==> config.mk <==
export PLATFORM = sky130hd
export DESIGN_NAME = ufg_top
export DESIGN_NICKNAME = d
export VERILOG_FILES = /design/src/pkg/ufg_pkg.sv /design/src/pkg/ufg_if.sv /design/src/rtl/ufg_gpio.sv /design/src/rtl/ufg_char_match.sv /design/src/rtl/ufg_top.sv
export VERILOG_INCLUDE_DIRS = /design/src /design/src/pkg
export SDC_FILE = /design/constraint.sdc
export NUM_CORES = 1
export LEC_CHECK = 0
export BUFFER_PORTS_ARGS = -buffer_cell sky130_fd_sc_hd__buf_2
export CAP_MARGIN = 20
export CORE_ASPECT_RATIO = 0.5
export CORE_MARGIN = 5
export CORE_UTILIZATION = 35
export DETAILED_ROUTE_END_ITERATION = 8
export HOLD_SLACK_MARGIN = 0.03
export SYNTH_ARGS = -nofsm -noshare
export SYNTH_HDL_FRONTEND = slang
export SYNTH_SLANG_ARGS = --single-unit
==> constraint.sdc <==
create_clock -name sys_clk_i -period 11.5 [get_ports sys_clk_i]
set_clock_uncertainty 0.05 [all_clocks]
set_input_delay 2.3 -clock sys_clk_i [delete_from_list [all_inputs] [get_ports sys_clk_i]]
set_output_delay 2.3 -clock sys_clk_i [all_outputs]
set_load 0.05 [all_outputs]
==> src/pkg/ufg_cfg.svh <==
`ifndef UFG_CFG_SVH
`define UFG_CFG_SVH
// Register addresses on the internal register port
`define UFG_A_IER 5'h01
`define UFG_A_ISR 5'h02
`define UFG_A_FCR 5'h03
`define UFG_A_MCR 5'h04
`define UFG_A_MSR 5'h06
`define UFG_A_DLD 5'h07
`define UFG_A_DLM 5'h08
`define UFG_A_DLL 5'h09
`define UFG_A_SHR 5'h0a
`define UFG_A_SFR 5'h0b
`define UFG_A_EFR 5'h0c
`define UFG_A_RESUME_CHAR_ONE 5'h0d
`define UFG_A_RESUME_CHAR_TWO 5'h0e
`define UFG_A_STOP_CHAR_ONE 5'h0f
`define UFG_A_STOP_CHAR_TWO 5'h10
`define UFG_A_GINT 5'h11
`define UFG_A_GTRI 5'h12
`define UFG_A_GPOL 5'h13
`define UFG_A_GDIR 5'h14
`define UFG_A_GLVL 5'h15
// Bits that only change while the enhanced-enable bit is set
`define UFG_PROT_IER 8'hf0
`define UFG_PROT_FCR 8'h38
`define UFG_PROT_MCR 8'he0
`define UFG_PROT_ALL 8'hff
// Field positions
`define UFG_EFR_ENH 4
`define UFG_EFR_SPC 5
`define UFG_EFR_ARTS 6
`define UFG_EFR_ACTS 7
`define UFG_SFR_BANK 1
`define UFG_IER_MSR 3
`define UFG_IER_SPC 5
`define UFG_IER_RTS 6
`define UFG_MCR_DTR 0
`define UFG_MCR_RTS 1
`define UFG_ISR_SPC 4
`define UFG_ISR_STOP 5
// Reset values
`define UFG_RST_ZERO 8'h00
`define UFG_RST_DIR 16'hffff
`define UFG_POR_DLM 8'h00
`define UFG_POR_DLL 8'h01
`endif

==> src/pkg/ufg_pkg.sv <==
package ufg_pkg;
  // Automatic request-to-send state, one-hot
  typedef enum logic [1:0] {
    UFG_RTS_OPEN = 2'b01,
    UFG_RTS_HELD = 2'b10
  } ufg_rts_type;
  // Receive flow-control compare selection
  typedef enum logic [1:0] {
    UFG_FLOW_NONE = 2'b00,
    UFG_FLOW_PAIR2 = 2'b01,
    UFG_FLOW_PAIR1 = 2'b10,
    UFG_FLOW_BOTH = 2'b11
  } ufg_flow_type;
endpackage

==> src/pkg/ufg_if.sv <==
`timescale 1ns/1ps
// Pin configuration out to the GPIO slice, pin state back
interface ufg_gpio_if;
  logic [15:0] dir;
  logic [15:0] tri_st;
  logic [15:0] pol;
  logic [15:0] en;
  logic [15:0] lvl;
  logic [15:0] pin_sync;
  logic [15:0] pin_irq;
  modport regs (output dir, tri_st, pol, en, lvl, input pin_sync, pin_irq);
  modport pins (input dir, tri_st, pol, en, lvl, output pin_sync, pin_irq);
endinterface

// Character compare settings out, match results back
interface ufg_match_if;
  logic spc_en;
  ufg_pkg::ufg_flow_type flow_sel;
  logic [7:0] stop1;
  logic [7:0] stop2;
  logic [7:0] resume1;
  logic [7:0] resume2;
  logic spc_hit;
  logic stop_hit;
  logic resume_hit;
  logic addr_hit;
  logic drop;
  modport regs (output spc_en, flow_sel, stop1, stop2, resume1, resume2,
    input spc_hit, stop_hit, resume_hit, addr_hit, drop);
  modport cmp (input spc_en, flow_sel, stop1, stop2, resume1, resume2,
    output spc_hit, stop_hit, resume_hit, addr_hit, drop);
endinterface

==> src/rtl/ufg_gpio.sv <==
`timescale 1ns/1ps
module ufg_gpio
(
  input wire logic sys_clk_i,
  input wire logic rst_n_i,
  input wire logic [15:0] gpio_in_i,
  output logic [15:0] gpio_out_o,
  output logic [15:0] gpio_oe_n_o,
  ufg_gpio_if.pins cfg
);
  import ufg_pkg::*;
  logic [15:0] meta;
  logic [15:0] sync;

  // Two stages before anything looks at the pins
  always_ff @(posedge sys_clk_i or negedge rst_n_i)
  begin
    if (!rst_n_i)
    begin
      meta <= 16'h0000;
      sync <= 16'h0000;
    end
    else
    begin
      meta <= gpio_in_i;
      sync <= meta;
    end
  end

  assign cfg.pin_sync = sync;

  // Per-pin drive and level-sensitive interrupt
  for (genvar i = 0; i < 16; i++)
  begin : g_pin
    assign gpio_out_o[i] = cfg.lvl[i];
    assign gpio_oe_n_o[i] = cfg.dir[i] | cfg.tri_st[i];
    assign cfg.pin_irq[i] = cfg.dir[i] & cfg.en[i] & (sync[i] == cfg.pol[i]);
  end
endmodule

==> src/rtl/ufg_char_match.sv <==
`timescale 1ns/1ps
module ufg_char_match
(
  input wire logic [7:0] rx_data_i,
  ufg_match_if.cmp cmp
);
  import ufg_pkg::*;
  logic eq_stop1;
  logic eq_stop2;
  logic eq_res1;
  logic eq_res2;

  // Whole-byte compares, bit 0 against the character's first bit
  assign eq_stop1 = rx_data_i == cmp.stop1;
  assign eq_stop2 = rx_data_i == cmp.stop2;
  assign eq_res1 = rx_data_i == cmp.resume1;
  assign eq_res2 = rx_data_i == cmp.resume2;

  // Special character works against the second stop character
  assign cmp.spc_hit = cmp.spc_en & eq_stop2;
  // Second stop character doubles as the multidrop address
  assign cmp.addr_hit = eq_stop2;

  // Flow-control character recognition per compare selection
  always_comb
  begin
    cmp.stop_hit = 1'b0;
    cmp.resume_hit = 1'b0;
    unique case (cmp.flow_sel)
      UFG_FLOW_NONE:
      begin
        cmp.stop_hit = 1'b0;
      end
      UFG_FLOW_PAIR1:
      begin
        cmp.stop_hit = eq_stop1;
        cmp.resume_hit = eq_res1;
      end
      UFG_FLOW_PAIR2:
      begin
        cmp.stop_hit = eq_stop2;
        cmp.resume_hit = eq_res2;
      end
      UFG_FLOW_BOTH:
      begin
        cmp.stop_hit = eq_stop1 | eq_stop2;
        cmp.resume_hit = eq_res1 | eq_res2;
      end
    endcase
  end

  // Second stop character is swallowed only in second-pair mode
  assign cmp.drop = cmp.spc_en & eq_stop2 & (cmp.flow_sel == UFG_FLOW_PAIR2);
endmodule

==> src/rtl/ufg_top.sv <==
`timescale 1ns/1ps
`include "ufg_cfg.svh"
// How it works
// - Protected enhanced bits and registers accept writes only while enhanced-enable is set.
// - Clearing enhanced-enable freezes the protected settings against later writes.
// - Reset clears every protected enhanced field to zero.
// - Special detect compares each received byte with stop char two, stores it, flags.
// - First-pair flow compare keeps flow control and special detect both working.
// - Second-pair compare drops stop char two, raises stop and gated special interrupts.
// - Auto RTS interrupts at trigger, releases RTS high at upper hysteresis level.
// - Auto RTS pulls RTS low again below lower hysteresis level.
// - Software must assert RTS first; without auto mode RTS is plain output.
// - Auto CTS halts transmit while CTS is high, resumes when low.
// - Stop char two is the address match value in multidrop mode.
// - An input pin raises GPIO interrupt only with its enable bit set.
// - Bank bit picks pins 7..0 or 15..8 for the GPIO registers.
// - Output pin floats when its three-state bit is set, else drives level.
// - Polarity bit zero interrupts on low level, one on high level.
// - Direction bit zero makes output, one input; all pins start as inputs.
// - Divisor latches load 0x00 and 0x01 at power-up only, not pin reset.
// - After reset modem status shows inverted modem pins high, zero low.
module ufg_top
(
  input wire logic sys_clk_i,
  input wire logic rst_n_i,
  input wire logic por_n_i,
  input wire logic reg_wr_i,
  input wire logic reg_rd_i,
  input wire logic [4:0] reg_addr_i,
  input wire logic [7:0] reg_wdata_i,
  output logic [7:0] reg_rdata_o,
  input wire logic rx_valid_i,
  input wire logic [7:0] rx_data_i,
  input wire logic rx_addr_flag_i,
  input wire logic multidrop_en_i,
  input wire logic [7:0] rx_fifo_level_i,
  input wire logic [7:0] rx_trig_level_i,
  output logic rx_store_o,
  output logic [7:0] rx_store_data_o,
  output logic addr_match_o,
  output logic stop_char_o,
  output logic resume_char_o,
  input wire logic tx_bit_i,
  output logic tx_o,
  output logic tx_halt_o,
  input wire logic cts_n_i,
  input wire logic dsr_n_i,
  input wire logic ri_n_i,
  input wire logic cd_n_i,
  output logic rts_n_o,
  output logic dtr_n_o,
  output logic irq_n_o,
  input wire logic [15:0] gpio_in_i,
  output logic [15:0] gpio_out_o,
  output logic [15:0] gpio_oe_n_o,
  output logic [15:0] divisor_o,
  output logic [7:0] fractional_divisor_o,
  output logic [7:0] flow_cfg_o
);
  import ufg_pkg::*;

  logic [7:0] enhanced_feature_ctrl;
  logic [7:0] irq_enable_reg;
  logic [7:0] fifo_ctrl_reg;
  logic [7:0] modem_ctrl_reg;
  logic [7:0] fractional_divisor;
  logic [7:0] hysteresis_reg;
  logic [7:0] special_feature_reg;
  logic [7:0] divisor_high;
  logic [7:0] divisor_low;
  logic [7:0] stop_char_one;
  logic [7:0] stop_char_two;
  logic [7:0] resume_char_one;
  logic [7:0] resume_char_two;
  logic [15:0] pin_irq_enable;
  logic [15:0] pin_tristate_ctrl;
  logic [15:0] pin_irq_polarity;
  logic [15:0] pin_direction;
  logic [15:0] pin_level_reg;
  logic [1:0] irq_flags;
  logic [3:0] modem_meta;
  logic [3:0] modem_sync;
  logic [3:0] modem_prev;
  logic [3:0] modem_delta;
  logic [2:0] modem_primed;
  ufg_rts_type rts_state;
  ufg_rts_type next_rts_state;
  logic [7:0] next_rdata;
  logic [3:0] bank_base;
  logic enh_open;
  logic sys_rst_n;
  logic [8:0] rts_upper;
  logic [8:0] rts_lower;
  logic trig_reached;
  logic [1:0] flag_set;
  logic [1:0] flag_clr;
  logic msr_read;
  logic [15:0] pin_view;

  ufg_gpio_if gpio_bus ();
  ufg_match_if match_bus ();

  // Power-up reset acts on everything, the reset pin on all but the divisor
  assign sys_rst_n = rst_n_i & por_n_i;
  assign enh_open = enhanced_feature_ctrl[`UFG_EFR_ENH];
  assign bank_base = {special_feature_reg[`UFG_SFR_BANK], 3'b000};

  // Writes to protected bits fall through to the old value when locked
  function automatic logic [7:0] guard(input logic [7:0] old_v, input logic [7:0] new_v,
                                       input logic [7:0] prot, input logic open_v);
    guard = open_v ? new_v : ((old_v & prot) | (new_v & ~prot));
  endfunction

  // Enhanced-feature and flow-control character registers
  always_ff @(posedge sys_clk_i or negedge sys_rst_n)
  begin
    if (!sys_rst_n)
    begin
      enhanced_feature_ctrl <= `UFG_RST_ZERO;
      stop_char_one <= `UFG_RST_ZERO;
      stop_char_two <= `UFG_RST_ZERO;
      resume_char_one <= `UFG_RST_ZERO;
      resume_char_two <= `UFG_RST_ZERO;
    end
    else if (reg_wr_i)
    begin
      unique case (reg_addr_i)
        `UFG_A_EFR: enhanced_feature_ctrl <= reg_wdata_i;
        `UFG_A_STOP_CHAR_ONE: stop_char_one <= reg_wdata_i;
        `UFG_A_STOP_CHAR_TWO: stop_char_two <= reg_wdata_i;
        `UFG_A_RESUME_CHAR_ONE: resume_char_one <= reg_wdata_i;
        `UFG_A_RESUME_CHAR_TWO: resume_char_two <= reg_wdata_i;
        default: ;
      endcase
    end
  end

  // Registers with enhanced fields; locked bits keep their value
  always_ff @(posedge sys_clk_i or negedge sys_rst_n)
  begin
    if (!sys_rst_n)
    begin
      irq_enable_reg <= `UFG_RST_ZERO;
      fifo_ctrl_reg <= `UFG_RST_ZERO;
      modem_ctrl_reg <= `UFG_RST_ZERO;
      fractional_divisor <= `UFG_RST_ZERO;
      hysteresis_reg <= `UFG_RST_ZERO;
      special_feature_reg <= `UFG_RST_ZERO;
    end
    else if (reg_wr_i)
    begin
      unique case (reg_addr_i)
        `UFG_A_IER:
          irq_enable_reg <= guard(irq_enable_reg, reg_wdata_i, `UFG_PROT_IER, enh_open);
        `UFG_A_FCR:
          fifo_ctrl_reg <= guard(fifo_ctrl_reg, reg_wdata_i, `UFG_PROT_FCR, enh_open);
        `UFG_A_MCR:
          modem_ctrl_reg <= guard(modem_ctrl_reg, reg_wdata_i, `UFG_PROT_MCR, enh_open);
        `UFG_A_DLD:
          fractional_divisor <= guard(fractional_divisor, reg_wdata_i, `UFG_PROT_ALL,
                                      enh_open);
        `UFG_A_SHR:
          hysteresis_reg <= guard(hysteresis_reg, reg_wdata_i, `UFG_PROT_ALL, enh_open);
        `UFG_A_SFR:
          special_feature_reg <= guard(special_feature_reg, reg_wdata_i, `UFG_PROT_ALL,
                                       enh_open);
        default: ;
      endcase
    end
  end

  // Divisor latches only see the power-up reset, so a pin reset keeps divisor_o but clears the fractional divisor
  always_ff @(posedge sys_clk_i or negedge por_n_i)
  begin
    if (!por_n_i)
    begin
      divisor_high <= `UFG_POR_DLM;
      divisor_low <= `UFG_POR_DLL;
    end
    else if (reg_wr_i && reg_addr_i == `UFG_A_DLM)
    begin
      divisor_high <= reg_wdata_i;
    end
    else if (reg_wr_i && reg_addr_i == `UFG_A_DLL)
    begin
      divisor_low <= reg_wdata_i;
    end
  end

  // GPIO registers, the bank bit chooses which half a write reaches
  always_ff @(posedge sys_clk_i or negedge sys_rst_n)
  begin
    if (!sys_rst_n)
    begin
      pin_irq_enable <= 16'h0000;
      pin_tristate_ctrl <= 16'h0000;
      pin_irq_polarity <= 16'h0000;
      pin_direction <= `UFG_RST_DIR;
      pin_level_reg <= 16'h0000;
    end
    else if (reg_wr_i)
    begin
      unique case (reg_addr_i)
        `UFG_A_GINT: pin_irq_enable[bank_base +: 8] <= reg_wdata_i;
        `UFG_A_GTRI: pin_tristate_ctrl[bank_base +: 8] <= reg_wdata_i;
        `UFG_A_GPOL: pin_irq_polarity[bank_base +: 8] <= reg_wdata_i;
        `UFG_A_GDIR: pin_direction[bank_base +: 8] <= reg_wdata_i;
        `UFG_A_GLVL: pin_level_reg[bank_base +: 8] <= reg_wdata_i;
        default: ;
      endcase
    end
  end

  assign gpio_bus.dir = pin_direction;
  assign gpio_bus.tri_st = pin_tristate_ctrl;
  assign gpio_bus.pol = pin_irq_polarity;
  assign gpio_bus.en = pin_irq_enable;
  assign gpio_bus.lvl = pin_level_reg;

  ufg_gpio u_gpio
  (
    .sys_clk_i(sys_clk_i),
    .rst_n_i(sys_rst_n),
    .gpio_in_i(gpio_in_i),
    .gpio_out_o(gpio_out_o),
    .gpio_oe_n_o(gpio_oe_n_o),
    .cfg(gpio_bus.pins)
  );

  // Level reads show the pin for inputs and the latch for outputs
  assign pin_view = (gpio_bus.pin_sync & pin_direction) | (pin_level_reg & ~pin_direction);

  assign match_bus.spc_en = enhanced_feature_ctrl[`UFG_EFR_SPC];
  assign match_bus.flow_sel = ufg_flow_type'(enhanced_feature_ctrl[1:0]);
  assign match_bus.stop1 = stop_char_one;
  assign match_bus.stop2 = stop_char_two;
  assign match_bus.resume1 = resume_char_one;
  assign match_bus.resume2 = resume_char_two;

  ufg_char_match u_match
  (
    .rx_data_i(rx_data_i),
    .cmp(match_bus.cmp)
  );

  // Receive path: forward or swallow each character, report compares
  always_ff @(posedge sys_clk_i or negedge sys_rst_n)
  begin
    if (!sys_rst_n)
    begin
      rx_store_o <= 1'b0;
      rx_store_data_o <= 8'h00;
      addr_match_o <= 1'b0;
      stop_char_o <= 1'b0;
      resume_char_o <= 1'b0;
    end
    else
    begin
      rx_store_o <= rx_valid_i & ~match_bus.drop;
      if (rx_valid_i)
      begin
        rx_store_data_o <= rx_data_i;
      end
      addr_match_o <= rx_valid_i & multidrop_en_i & rx_addr_flag_i & match_bus.addr_hit;
      stop_char_o <= rx_valid_i & match_bus.stop_hit;
      resume_char_o <= rx_valid_i & match_bus.resume_hit;
    end
  end

  // Sticky status bits 4 and 5; a new hit wins over a clearing write
  assign flag_set[0] = rx_valid_i & match_bus.spc_hit;
  assign flag_set[1] = rx_valid_i & match_bus.stop_hit & match_bus.drop;
  assign flag_clr = (reg_wr_i && reg_addr_i == `UFG_A_ISR && enh_open) ?
                    reg_wdata_i[`UFG_ISR_STOP:`UFG_ISR_SPC] : 2'b00;

  always_ff @(posedge sys_clk_i or negedge sys_rst_n)
  begin
    if (!sys_rst_n)
    begin
      irq_flags <= 2'b00;
    end
    else
    begin
      irq_flags <= (irq_flags & ~flag_clr) | flag_set;
    end
  end

  // Modem inputs come from pins, so they pass two stages first
  always_ff @(posedge sys_clk_i or negedge sys_rst_n)
  begin
    if (!sys_rst_n)
    begin
      modem_meta <= 4'hf;
      modem_sync <= 4'hf;
    end
    else
    begin
      modem_meta <= {cd_n_i, ri_n_i, dsr_n_i, cts_n_i};
      modem_sync <= modem_meta;
    end
  end

  // Change bits wait until sync and prev both hold real pin samples after reset,
  // otherwise the reset value of the sync stages reads as a false change
  assign msr_read = reg_rd_i && reg_addr_i == `UFG_A_MSR;

  always_ff @(posedge sys_clk_i or negedge sys_rst_n)
  begin
    if (!sys_rst_n)
    begin
      modem_prev <= 4'hf;
      modem_primed <= 3'b000;
      modem_delta <= 4'h0;
    end
    else
    begin
      modem_prev <= modem_sync;
      modem_primed <= {modem_primed[1:0], 1'b1};
      modem_delta <= (msr_read ? 4'h0 : modem_delta) |
                     ({4{modem_primed[2]}} & (modem_sync ^ modem_prev));
    end
  end

  // Auto RTS thresholds: trigger plus or minus the hysteresis count
  assign rts_upper = {1'b0, rx_trig_level_i} + {1'b0, hysteresis_reg};
  assign rts_lower = (rx_trig_level_i > hysteresis_reg) ?
                     {1'b0, rx_trig_level_i} - {1'b0, hysteresis_reg} : 9'h000;
  assign trig_reached = {1'b0, rx_fifo_level_i} >= {1'b0, rx_trig_level_i};

  always_comb
  begin
    next_rts_state = rts_state;
    unique case (rts_state)
      UFG_RTS_OPEN:
      begin
        if ({1'b0, rx_fifo_level_i} >= rts_upper)
        begin
          next_rts_state = UFG_RTS_HELD;
        end
      end
      UFG_RTS_HELD:
      begin
        if ({1'b0, rx_fifo_level_i} < rts_lower)
        begin
          next_rts_state = UFG_RTS_OPEN;
        end
      end
      default: next_rts_state = UFG_RTS_OPEN;
    endcase
  end

  // Flow state only runs while auto RTS is on and software asserted RTS
  always_ff @(posedge sys_clk_i or negedge sys_rst_n)
  begin
    if (!sys_rst_n)
    begin
      rts_state <= UFG_RTS_OPEN;
    end
    else if (enhanced_feature_ctrl[`UFG_EFR_ARTS] && modem_ctrl_reg[`UFG_MCR_RTS])
    begin
      rts_state <= next_rts_state;
    end
    else
    begin
      rts_state <= UFG_RTS_OPEN;
    end
  end

  // Modem outputs and the transmit gate are all registered
  always_ff @(posedge sys_clk_i or negedge sys_rst_n)
  begin
    if (!sys_rst_n)
    begin
      rts_n_o <= 1'b1;
      dtr_n_o <= 1'b1;
      tx_o <= 1'b1;
      tx_halt_o <= 1'b0;
    end
    else
    begin
      rts_n_o <= ~modem_ctrl_reg[`UFG_MCR_RTS] | (rts_state == UFG_RTS_HELD);
      dtr_n_o <= ~modem_ctrl_reg[`UFG_MCR_DTR];
      tx_o <= tx_bit_i;
      tx_halt_o <= enhanced_feature_ctrl[`UFG_EFR_ACTS] & modem_sync[0];
    end
  end

  // Interrupt line is low while any enabled source is pending
  always_ff @(posedge sys_clk_i or negedge sys_rst_n)
  begin
    if (!sys_rst_n)
    begin
      irq_n_o <= 1'b1;
    end
    else
    begin
      irq_n_o <= ~((irq_flags[0] & irq_enable_reg[`UFG_IER_SPC]) |
                   (irq_flags[1] & irq_enable_reg[`UFG_IER_SPC]) |
                   (trig_reached & enhanced_feature_ctrl[`UFG_EFR_ARTS] &
                    irq_enable_reg[`UFG_IER_RTS]) |
                   ((|modem_delta) & irq_enable_reg[`UFG_IER_MSR]) |
                   (|gpio_bus.pin_irq));
    end
  end

  // Read mux; unmapped addresses answer zero
  always_comb
  begin
    next_rdata = 8'h00;
    unique case (reg_addr_i)
      `UFG_A_IER: next_rdata = irq_enable_reg;
      `UFG_A_ISR: next_rdata = {2'b00, irq_flags, 4'h0};
      `UFG_A_FCR: next_rdata = fifo_ctrl_reg;
      `UFG_A_MCR: next_rdata = modem_ctrl_reg;
      `UFG_A_MSR: next_rdata = {~modem_sync, modem_delta};
      `UFG_A_DLD: next_rdata = fractional_divisor;
      `UFG_A_DLM: next_rdata = divisor_high;
      `UFG_A_DLL: next_rdata = divisor_low;
      `UFG_A_SHR: next_rdata = hysteresis_reg;
      `UFG_A_SFR: next_rdata = special_feature_reg;
      `UFG_A_EFR: next_rdata = enhanced_feature_ctrl;
      `UFG_A_RESUME_CHAR_ONE: next_rdata = resume_char_one;
      `UFG_A_RESUME_CHAR_TWO: next_rdata = resume_char_two;
      `UFG_A_STOP_CHAR_ONE: next_rdata = stop_char_one;
      `UFG_A_STOP_CHAR_TWO: next_rdata = stop_char_two;
      `UFG_A_GINT: next_rdata = pin_irq_enable[bank_base +: 8];
      `UFG_A_GTRI: next_rdata = pin_tristate_ctrl[bank_base +: 8];
      `UFG_A_GPOL: next_rdata = pin_irq_polarity[bank_base +: 8];
      `UFG_A_GDIR: next_rdata = pin_direction[bank_base +: 8];
      `UFG_A_GLVL: next_rdata = pin_view[bank_base +: 8];
      default: next_rdata = 8'h00;
    endcase
  end

  // Read data held until the next read strobe
  always_ff @(posedge sys_clk_i or negedge sys_rst_n)
  begin
    if (!sys_rst_n)
    begin
      reg_rdata_o <= 8'h00;
    end
    else if (reg_rd_i)
    begin
      reg_rdata_o <= next_rdata;
    end
  end

  // Configuration seen by the baud generator and flow engine elsewhere
  assign divisor_o = {divisor_high, divisor_low};
  assign fractional_divisor_o = fractional_divisor;
  assign flow_cfg_o = enhanced_feature_ctrl;
endmodule

# Yosys cells after proc, flatten, opt, wreduce, memory -nomap -nowiden
# Cells that the tools add are included.
# totals
regBits	264
inputBits	66
output_inout_bits	89
word_cells	235
# op_classes
addsub	3
magnitude_cmp	4
eq_ne	47
shift	7
n_mux	18
n_bitwise	91
reduce_logical	27
# ops
op	n
$pmux W8 S20	1
$bwmux W16	5
$shiftx A16 B5 Y8	5
$and A1 B1 Y1	49
$eq A5 B4 Y1 const B	8
$and A16 B16 Y16	2
$eq A8 B8 Y1	4
$eq A5 B5 Y1 const B	6
$reduce_and A2 Y1	15
$mux W8	3
$or A1 B1 Y1	23
$eq A1 B1 Y1	16
$not A16 Y16	1
$or A16 B16 Y16	1
$reduce_or A16 Y1	1
$shift A8 B6 Y16 const A	1
$shiftx A8 B6 Y16	1
$eq A5 B3 Y1 const B	3
$eq A5 B2 Y1 const B	2
$add A8 B8 Y9	1
$ge A8 B9 Y1	1
$lt A8 B9 Y1	1
$mux W9	1
$reduce_and A3 Y1	3
27 further kinds	43

# Depth between registers and ports, before layout
# Gate-level depths: netlist (run 1).
# logic_depth
depth_word	7
ltp_mapped	15

# Hierarchy
# Synthesis (run 1) repeated with hierarchy kept, for this count alone.
# hier_totals
cells_unflattened	1137
area_unflattened_um2	13569.3
# by_module_without_submodules
module	instances	cells_each	area_each_um2	seq_area_each_um2
ufg_top	1	994	11928.9	5848.1
ufg_gpio	1	96	1261.2	800.8
ufg_char_match	1	47	379.1	0.0

# Worst setup path after synthesis (run 1)
# Ideal clock, no wire load.
# synth_path
path_kind	in2reg
start	input rx_trig_level_i[3]
end	register rts_state[1]
setup_time_ns	0.134
t_arrival_ns	4.688
required_time_ns	11.316
setup_slack_ns	6.628
cell_stages	14
cell_sequence	ha_1 -> buf_2 -> o21a_1 -> o31a_1 -> o21ai_0 -> a31oi_1 -> o211ai_1 -> ha_1 -> nand2_1 -> nor2_1 -> a211oi_1 -> a21oi_1 -> o221ai_1 -> o32ai_1
# synth_via
elab_chain_cells	5
word_cells_on_any_way	9
# synth_lines
item	line	source
start, declared	ufg_top.sv:37	input wire logic [7:0] rx_trig_level_i,
$sub A8 B8 Y9 / $gt A8 B8 Y1 (equally long branches)	ufg_top.sv:327, ufg_top.sv:326	
$mux W9	ufg_top.sv:326	assign rts_lower = (rx_trig_level_i > hysteresis_reg) ?
$lt A8 B9 Y1	ufg_top.sv:343	if ({1'b0, rx_fifo_level_i} < rts_lower)
$ne A3 B3 Y1 (no line)	n/a	
$reduce_and A2 Y1 (no line) (*)	n/a	
end signal, assigned	ufg_top.sv:361	rts_state <= next_rts_state;
end, declared	ufg_top.sv:86	ufg_rts_type rts_state;
# Every way passes the cells marked *; elsewhere a longest branch is shown, timed or not.
# A chain may end at the register's enable or synchronous reset.

# Final worst setup path (run 1)
# layout_path
start	input rx_trig_level_i[2]
end	register rts_state[1]
# The elaborated chain is that of the path after synthesis.

==> metrics, run 1 <==
# rows=50; Net count, final=1,328; area grow syn2layout=16.0%; syn nets=1,201; M1 GR Usage=24.5%; Mapped Area=13,100 sq um; largest net degree at the start of global routing=204; routed len/inst=23.4 um; PwrDens=174 nW/um^2; final non-filler cell total=1,735; routed wire length=~41,000 um; area of the core=37,200 sq um; Yosys top cell area share=between 40% and 50%; worst r2r path cells=14; first-pass GRT wire length=approximately 60,000 um; worst setup path category=primary input to register; max frequency=201 MHz; Async SR Flop Fraction=100%; share of cells above drive strength 1=37.7%; flops & latches, synth=264; post-synthesis cell type count=74; total power=roughly 2.7 mW; Slew headroom=14.2%; unrepaired setup endpoints after global routing=false; clock tree buffer depth=3; worst stage delay on the critical path=0.60 ns; vias=around 9,500; Initial Util=35.3%; Hold Violations, Final=0; critical path startpoint category=primary input; Skew-Pair Late Insertion Delay=between 0.5 and 0.6 ns; EDFF count, synth=0; Vias/cell=roughly 5.5; Final Slew Violations=0; H-tree depth=1; 1st-iter DRT viols=837; post-CTS sizing=0; Clock Root Buffer=clkbuf_16; crit path launch=rx_trig_level_i[2]; WP data arrival=5.33 ns; met2 usage=31.7%; Hold Buf Count CTS=0; DIE WIDTH=284 um; Worst EP required=11.86 ns; Num CTS Buffers=27; RR Endpoint=rts_state[1]; synth cell count leaders=dfrtp_1 (230), mux2_2 (183), nand2_1 (56), a22oi_1 (40), nand3_1 (40); initial antenna violation count=1; Placer Congestion=0.940; Max-Cap Viols=0; Setup Fix Bufs, Post-CTS=0; most frequent cell after synthesis=dfrtp_1; outcome=finished, final reports clean; global route overflow=0; Port Buf Inserts=about 150; Mapped Cells=about 1,100; CP max-delay cell=a31oi_1; all-layer global routing usage=roughly a fifth; syn avg cell area=12.0 sq um; CTS tree=yes; Setup-failing EPs final=0; Reg clk slew, reported paths=about 0.060 ns; chip height=147 um; crit-path most repeated cell=ha_1; HP Class=register to register; kind of end point of the critical path=register; static leakage=6.96 nW; Post-Route Setup TNS=0 ns; HP Start=u_gpio.meta[1]; crit path time final=4.97 ns; global routing's busiest layer=met2; Max IR drop VDD=103 uV; drt first pass iters=6; placed instance area=14,300 sq um; final worst path period share=43.2%; design area=between 15,000 and 20,000 sq um; CTS sink count=approximately 260; full die area=around 42,000 sq um; crit path cell chain=buf_2 -> ha_1 -> o21a_1 -> o31a_1 -> o21ai_0 -> a31oi_1 -> o211ai_1 -> ha_1 -> nand2_1 -> nor2_1 -> a211oi_1 -> a21oi_1 -> o221ai_1 -> o32ai_1; Slew @ Worst Pin=1.29 ns; top cell type by total area after synthesis=dfrtp_1; I/O Pins=155; Ys Warns=0; hold depth=0; vias in the first global route=9,915; DP Wirelength=roughly 29,000 um; FILL cells=3,535; Endpoint, Worst Hold=u_gpio.cfg.pin_sync[1]; RR Startpoint=hysteresis_reg[1]; Inst Count DP=1,686; Top FF cell, synth=dfrtp_1; Seq/Total Area, Yosys=50.7%; top post-synthesis cells by area=dfrtp_1 (44%), mux2_2 (16%), dfstp_2 (6.8%), ha_1 (3.7%), a22oi_1 (2.3%); crit-path max FO=8; R2R Setup Slk=7.85 ns; n_diodes=0; post-route ant nets=0; grt met3 use=4.05%; DR DRC count=0
==> worst max-delay path: cells and delay by family <==
kind                       cells  cell delay (ns)
adders and majority gates      2             0.78
AOI/OAI and AO/OA              9             2.01
and+or+nand+nor                2             0.11
buffers and inverters          1             0.12
==> through the flow <==
step / hold slack (ns) / setup slack, ns / utilization [%]
6_report: 0.296 / 6.53 / 40.9
5_1_grt: 0.301 / 6.24 / 40.9
4_1_cts: 0.297 / 6.59 / 40.9
3_5_place_dp: 0.285 / 6.04 / 38.4
3_3_place_gp: 0.283 / 6.08 / 38.4
2_1_floorplan: 0.281 / 1.19 / -
==> layout make-up <==
type / count / area (sq um) / share of cell area [%]
inverter: 32 / 120 / 0.790
clock inverter: 13 / 181 / 1.19
timing repair buffer: 161 / 836 / 5.50
clock buffer: 36 / 759 / 5.00
multi-input combinational: 735 / 6040 / 39.7
tap: 494 / 618 / 4.07
sequential: 264 / 6650 / 43.7
==> per-layer routing <==
metal / wire [um] / part of all wire, %
met3: 2810 / 6.9
met5: 7 / 0.017
met4: 1540 / 3.8
met2: 19400 / 48
met1: 16800 / 41
==> cells by family after synthesis <==
kind of cell,after synthesis,share of synthesized area [%]
AO/OA/AOI/OAI,175,9.71
XOR/XNOR,63,4.21
multiplexers,195,16.7
buffers and inverters,95,3.21
AND/OR/NAND/NOR,260,11.3
flip-flops,264,50.7
other,1,0.0286
adder cells (fa/ha/maj),41,4.03
==> power by group <==
part           leakage [nW]  internal, mW  switching [mW]  total [mW]
clock network         0.459         0.555           0.376       0.931
logic                  3.17         0.200           0.365       0.565
registers              3.34          1.05           0.109        1.16
==> layout by cell type, fill, tap and decap left out, types with 6 or more instances in the layout <==
cell type | synthesis | final
buf_2 | 18 | 154
nand3_1 | 40 | 40
a21o_1 | 6 | 6
nor2b_1 | 8 | 8
nor2_2 | 8 | 8
a21oi_1 | 17 | 17
mux2i_1 | 10 | 10
mux2_2 | 183 | 183
buf_4 | 5 | 6
nand2b_1 | 23 | 23
or2_2 | 17 | 17
o21ai_0 | 30 | 30
inv_1 | 32 | 32
nand2_1 | 56 | 56
and2_1 | 8 | 7
nor3_1 | 12 | 12
ha_1 | 39 | 39
o21a_1 | 6 | 6
o211ai_1 | 8 | 8
clkbuf_16 | 0 | 27
and3_1 | 6 | 6
a31oi_1 | 6 | 6
xor2_1 | 30 | 30
a221oi_1 | 8 | 8
dfstp_2 | 34 | 34
nand3b_1 | 7 | 7
a22oi_1 | 40 | 40
nand4_1 | 24 | 24
nor2_1 | 17 | 17
a22o_1 | 9 | 9
dfrtp_1 | 230 | 230
xnor2_1 | 33 | 33
==> how the worst max path moves through the flow <==
stage                               to  slack (ns)  cells after the start
after global placement    rts_state[1]        6.08                     14
after global routing      rts_state[1]        6.24                     14
after floorplan           addr_match_o        1.19                      1
after CTS                 rts_state[1]        6.59                     14
final                     rts_state[1]        6.53                     14
after detailed placement  rts_state[1]        6.04                     14
(Power assumes the default switching activity.)
==> run 2, diff against run 1 <==
==> constraint.sdc (replaced) <==
create_clock -name sys_clk_i -period 4.45 [get_ports sys_clk_i]
set_clock_uncertainty 0.05 [all_clocks]
set_input_delay 0.89 -clock sys_clk_i [delete_from_list [all_inputs] [get_ports sys_clk_i]]
set_output_delay 0.89 -clock sys_clk_i [all_outputs]
set_load 0.05 [all_outputs]
==> run 2 against run 1 <==
- register-to-register slack worse by 6.9 ns
- via count is 1.1% higher
- cell count is 0.81% higher
- wire length is 1.5% higher
- sequential share of layout area is 0.28 points lower
- non-clock buffer count is 11 higher
- die area stayed put
- core utilization is 0.27 points higher
- count of clock-buffer cells in the layout is 11 higher
- total power grew to 2.6 times the previous value
- first-iteration DRC count is 1.3% lower
- global-route usage is 0.40 points higher
- largest cell class unchanged
- largest power group unchanged
- highest routed layer is now met4
==> metrics, run 2 (synthesis gave the netlist of run 1 again) <==
Initial Util=a little over a third; commonest non-fill, non-tap cells in the layout=dfrtp_1 (230), mux2_2 (183), buf_2 (154); DP Wirelength=29,800 um; drt first pass iters=5; crit path time final=3.49 ns; Skew-Pair Late Insertion Delay=0.54 ns; routed len/inst=23.5 um; Worst EP required=just under 5 ns; static leakage=7.02 nW; Reg clk slew, reported paths=0.06 ns; critical path startpoint category=register; global route overflow=0; Placer Congestion=between 0.9 and 1; vias=9,651; met2 usage=32.0%; CP max-delay cell=dfrtp_1; outcome=finished, final reports clean; vias in the first global route=10,100; Port Buf Inserts=about 150; CTS sink count=around 260; Net count, final=around 1,300; Num CTS Buffers=28; largest net degree at the start of global routing=68; unrepaired setup endpoints after global routing=false; global routing's busiest layer=met2; Setup Fix Bufs, Post-CTS=0; area of the core=37,200 sq um; initial antenna violation count=0; Max IR drop VDD=~280 uV; most common cell after layout, fill and taps aside=dfrtp_1; WP data arrival=~3.9 ns; routed wire length=41,100 um; DR DRC count=0; DIE WIDTH=roughly 280 um; Max-Cap Viols=0; design area=15,300 sq um; chip height=147 um; crit-path max FO=8; I/O Pins=between 150 and 200; M1 GR Usage=25.5%; final worst path period share=between 70 and 80%; placed instance area=between 10,000 and 15,000 sq um; Slew headroom=between 30% and 40%; max frequency=around 290 MHz; R2R Setup Slk=just under 1 ns; CTS tree=yes; H-tree depth=1; Final Slew Violations=0; post-layout util=41.2%; Slew @ Worst Pin=0.931 ns; HP Class=primary input to async pin; buffer and inverter count on the worst path=2; all-layer global routing usage=roughly 19%; Hold Buf Count CTS=0; 1st-iter DRT viols=826; # rows=50; Clock Root Buffer=clkbuf_16; Vias/cell=about 5.5; n_diodes=0; PwrDens=445 nW/um^2; worst hold slack=roughly 0.26 ns; post-route ant nets=0; grt met3 use=3.71%; Inst Count DP=1,697; Hold Violations, Final=0; Setup-failing EPs final=0; worst setup path category=register to register; kind of end point of the critical path=register; share of cells above drive strength 1=a little under two fifths; area grow syn2layout=16.8%; Largest delay share family, worst path=compound AO/OA/AOI/OAI gates; final non-filler cell total=about 1,700; post-CTS sizing=0; clock tree buffer depth=3; worst stage delay on the critical path=0.49 ns; first-pass GRT wire length=62,600 um; full die area=between 40,000 and 50,000 sq um; crit path cell chain=inv_1 -> ha_1 -> nor2b_1 -> o31a_1 -> o21ai_0 -> a31oi_1 -> buf_4 -> nand2_1 -> ha_1 -> a21oi_1 -> nor2_1 -> a211oi_1 -> a21oi_1 -> o221ai_1 -> o32ai_1; Post-Route Setup TNS=0 ns
[run 2: changes by cell type in the layout (fill, tap and decap cells not counted), sizes merged]
| cell | before | now |
|---|---|---|
| inv | 33 | 32 |
| clkinvlp | 2 | 1 |
| buf | 161 | 172 |
| bufinv | 4 | 2 |
| clkbuf | 36 | 47 |
| clkinv | 6 | 2 |
[run 2: path summary, 6_finish.rpt]
kind / startpoint / to / depth (start not counted)
min reg2reg: u_gpio.meta[4] / u_gpio.cfg.pin_sync[4] / 0
min in group sys_clk_i: u_gpio.meta[4] / u_gpio.cfg.pin_sync[4] / 0
max in group asynchronous: por_n_i / tx_o / 3
max reg2reg: hysteresis_reg[1] / rts_state[1] / 15
max: hysteresis_reg[1] / rts_state[1] / 15
min: por_n_i / divisor_high[5] / 1
[run 2: area by class of cell]
class                           count  area [sq um]
Tap cell                          494           618
Inverter                           32           120
Sequential cell                   264          6650
Clock inverter                      5          88.8
Timing Repair Buffer              172           943
Fill cell                        3544         21900
Clock buffer                       47           843
Multi-Input combinational cell    735          6040
[run 2: through the flow]
stage | power, mW | worst slack (ns)
2_1_floorplan | 4.01 | 0.988
3_3_place_gp | 4.46 | 0.570
3_5_place_dp | 4.48 | 0.491
4_1_cts | 6.86 | 0.897
5_1_grt | 7.09 | 0.646
6_report | 6.81 | 0.962
[run 2: metal layers]
metal,vias up,wire (um)
li1,4249,-
met1,4976,17400
met2,338,19600
met3,88,2630
met4,0,1580
met5,-,0
[run 2: where the power goes]
| part | total, mW | internal (mW) | switching [mW] | leakage, nW |
|---|---|---|---|---|
| combinational | 1.47 | 0.523 | 0.946 | 3.23 |
| clock | 2.37 | 1.40 | 0.965 | 0.448 |
| sequential | 2.97 | 2.71 | 0.264 | 3.34 |
| total | 6.81 | 4.63 | 2.18 | 7.02 |
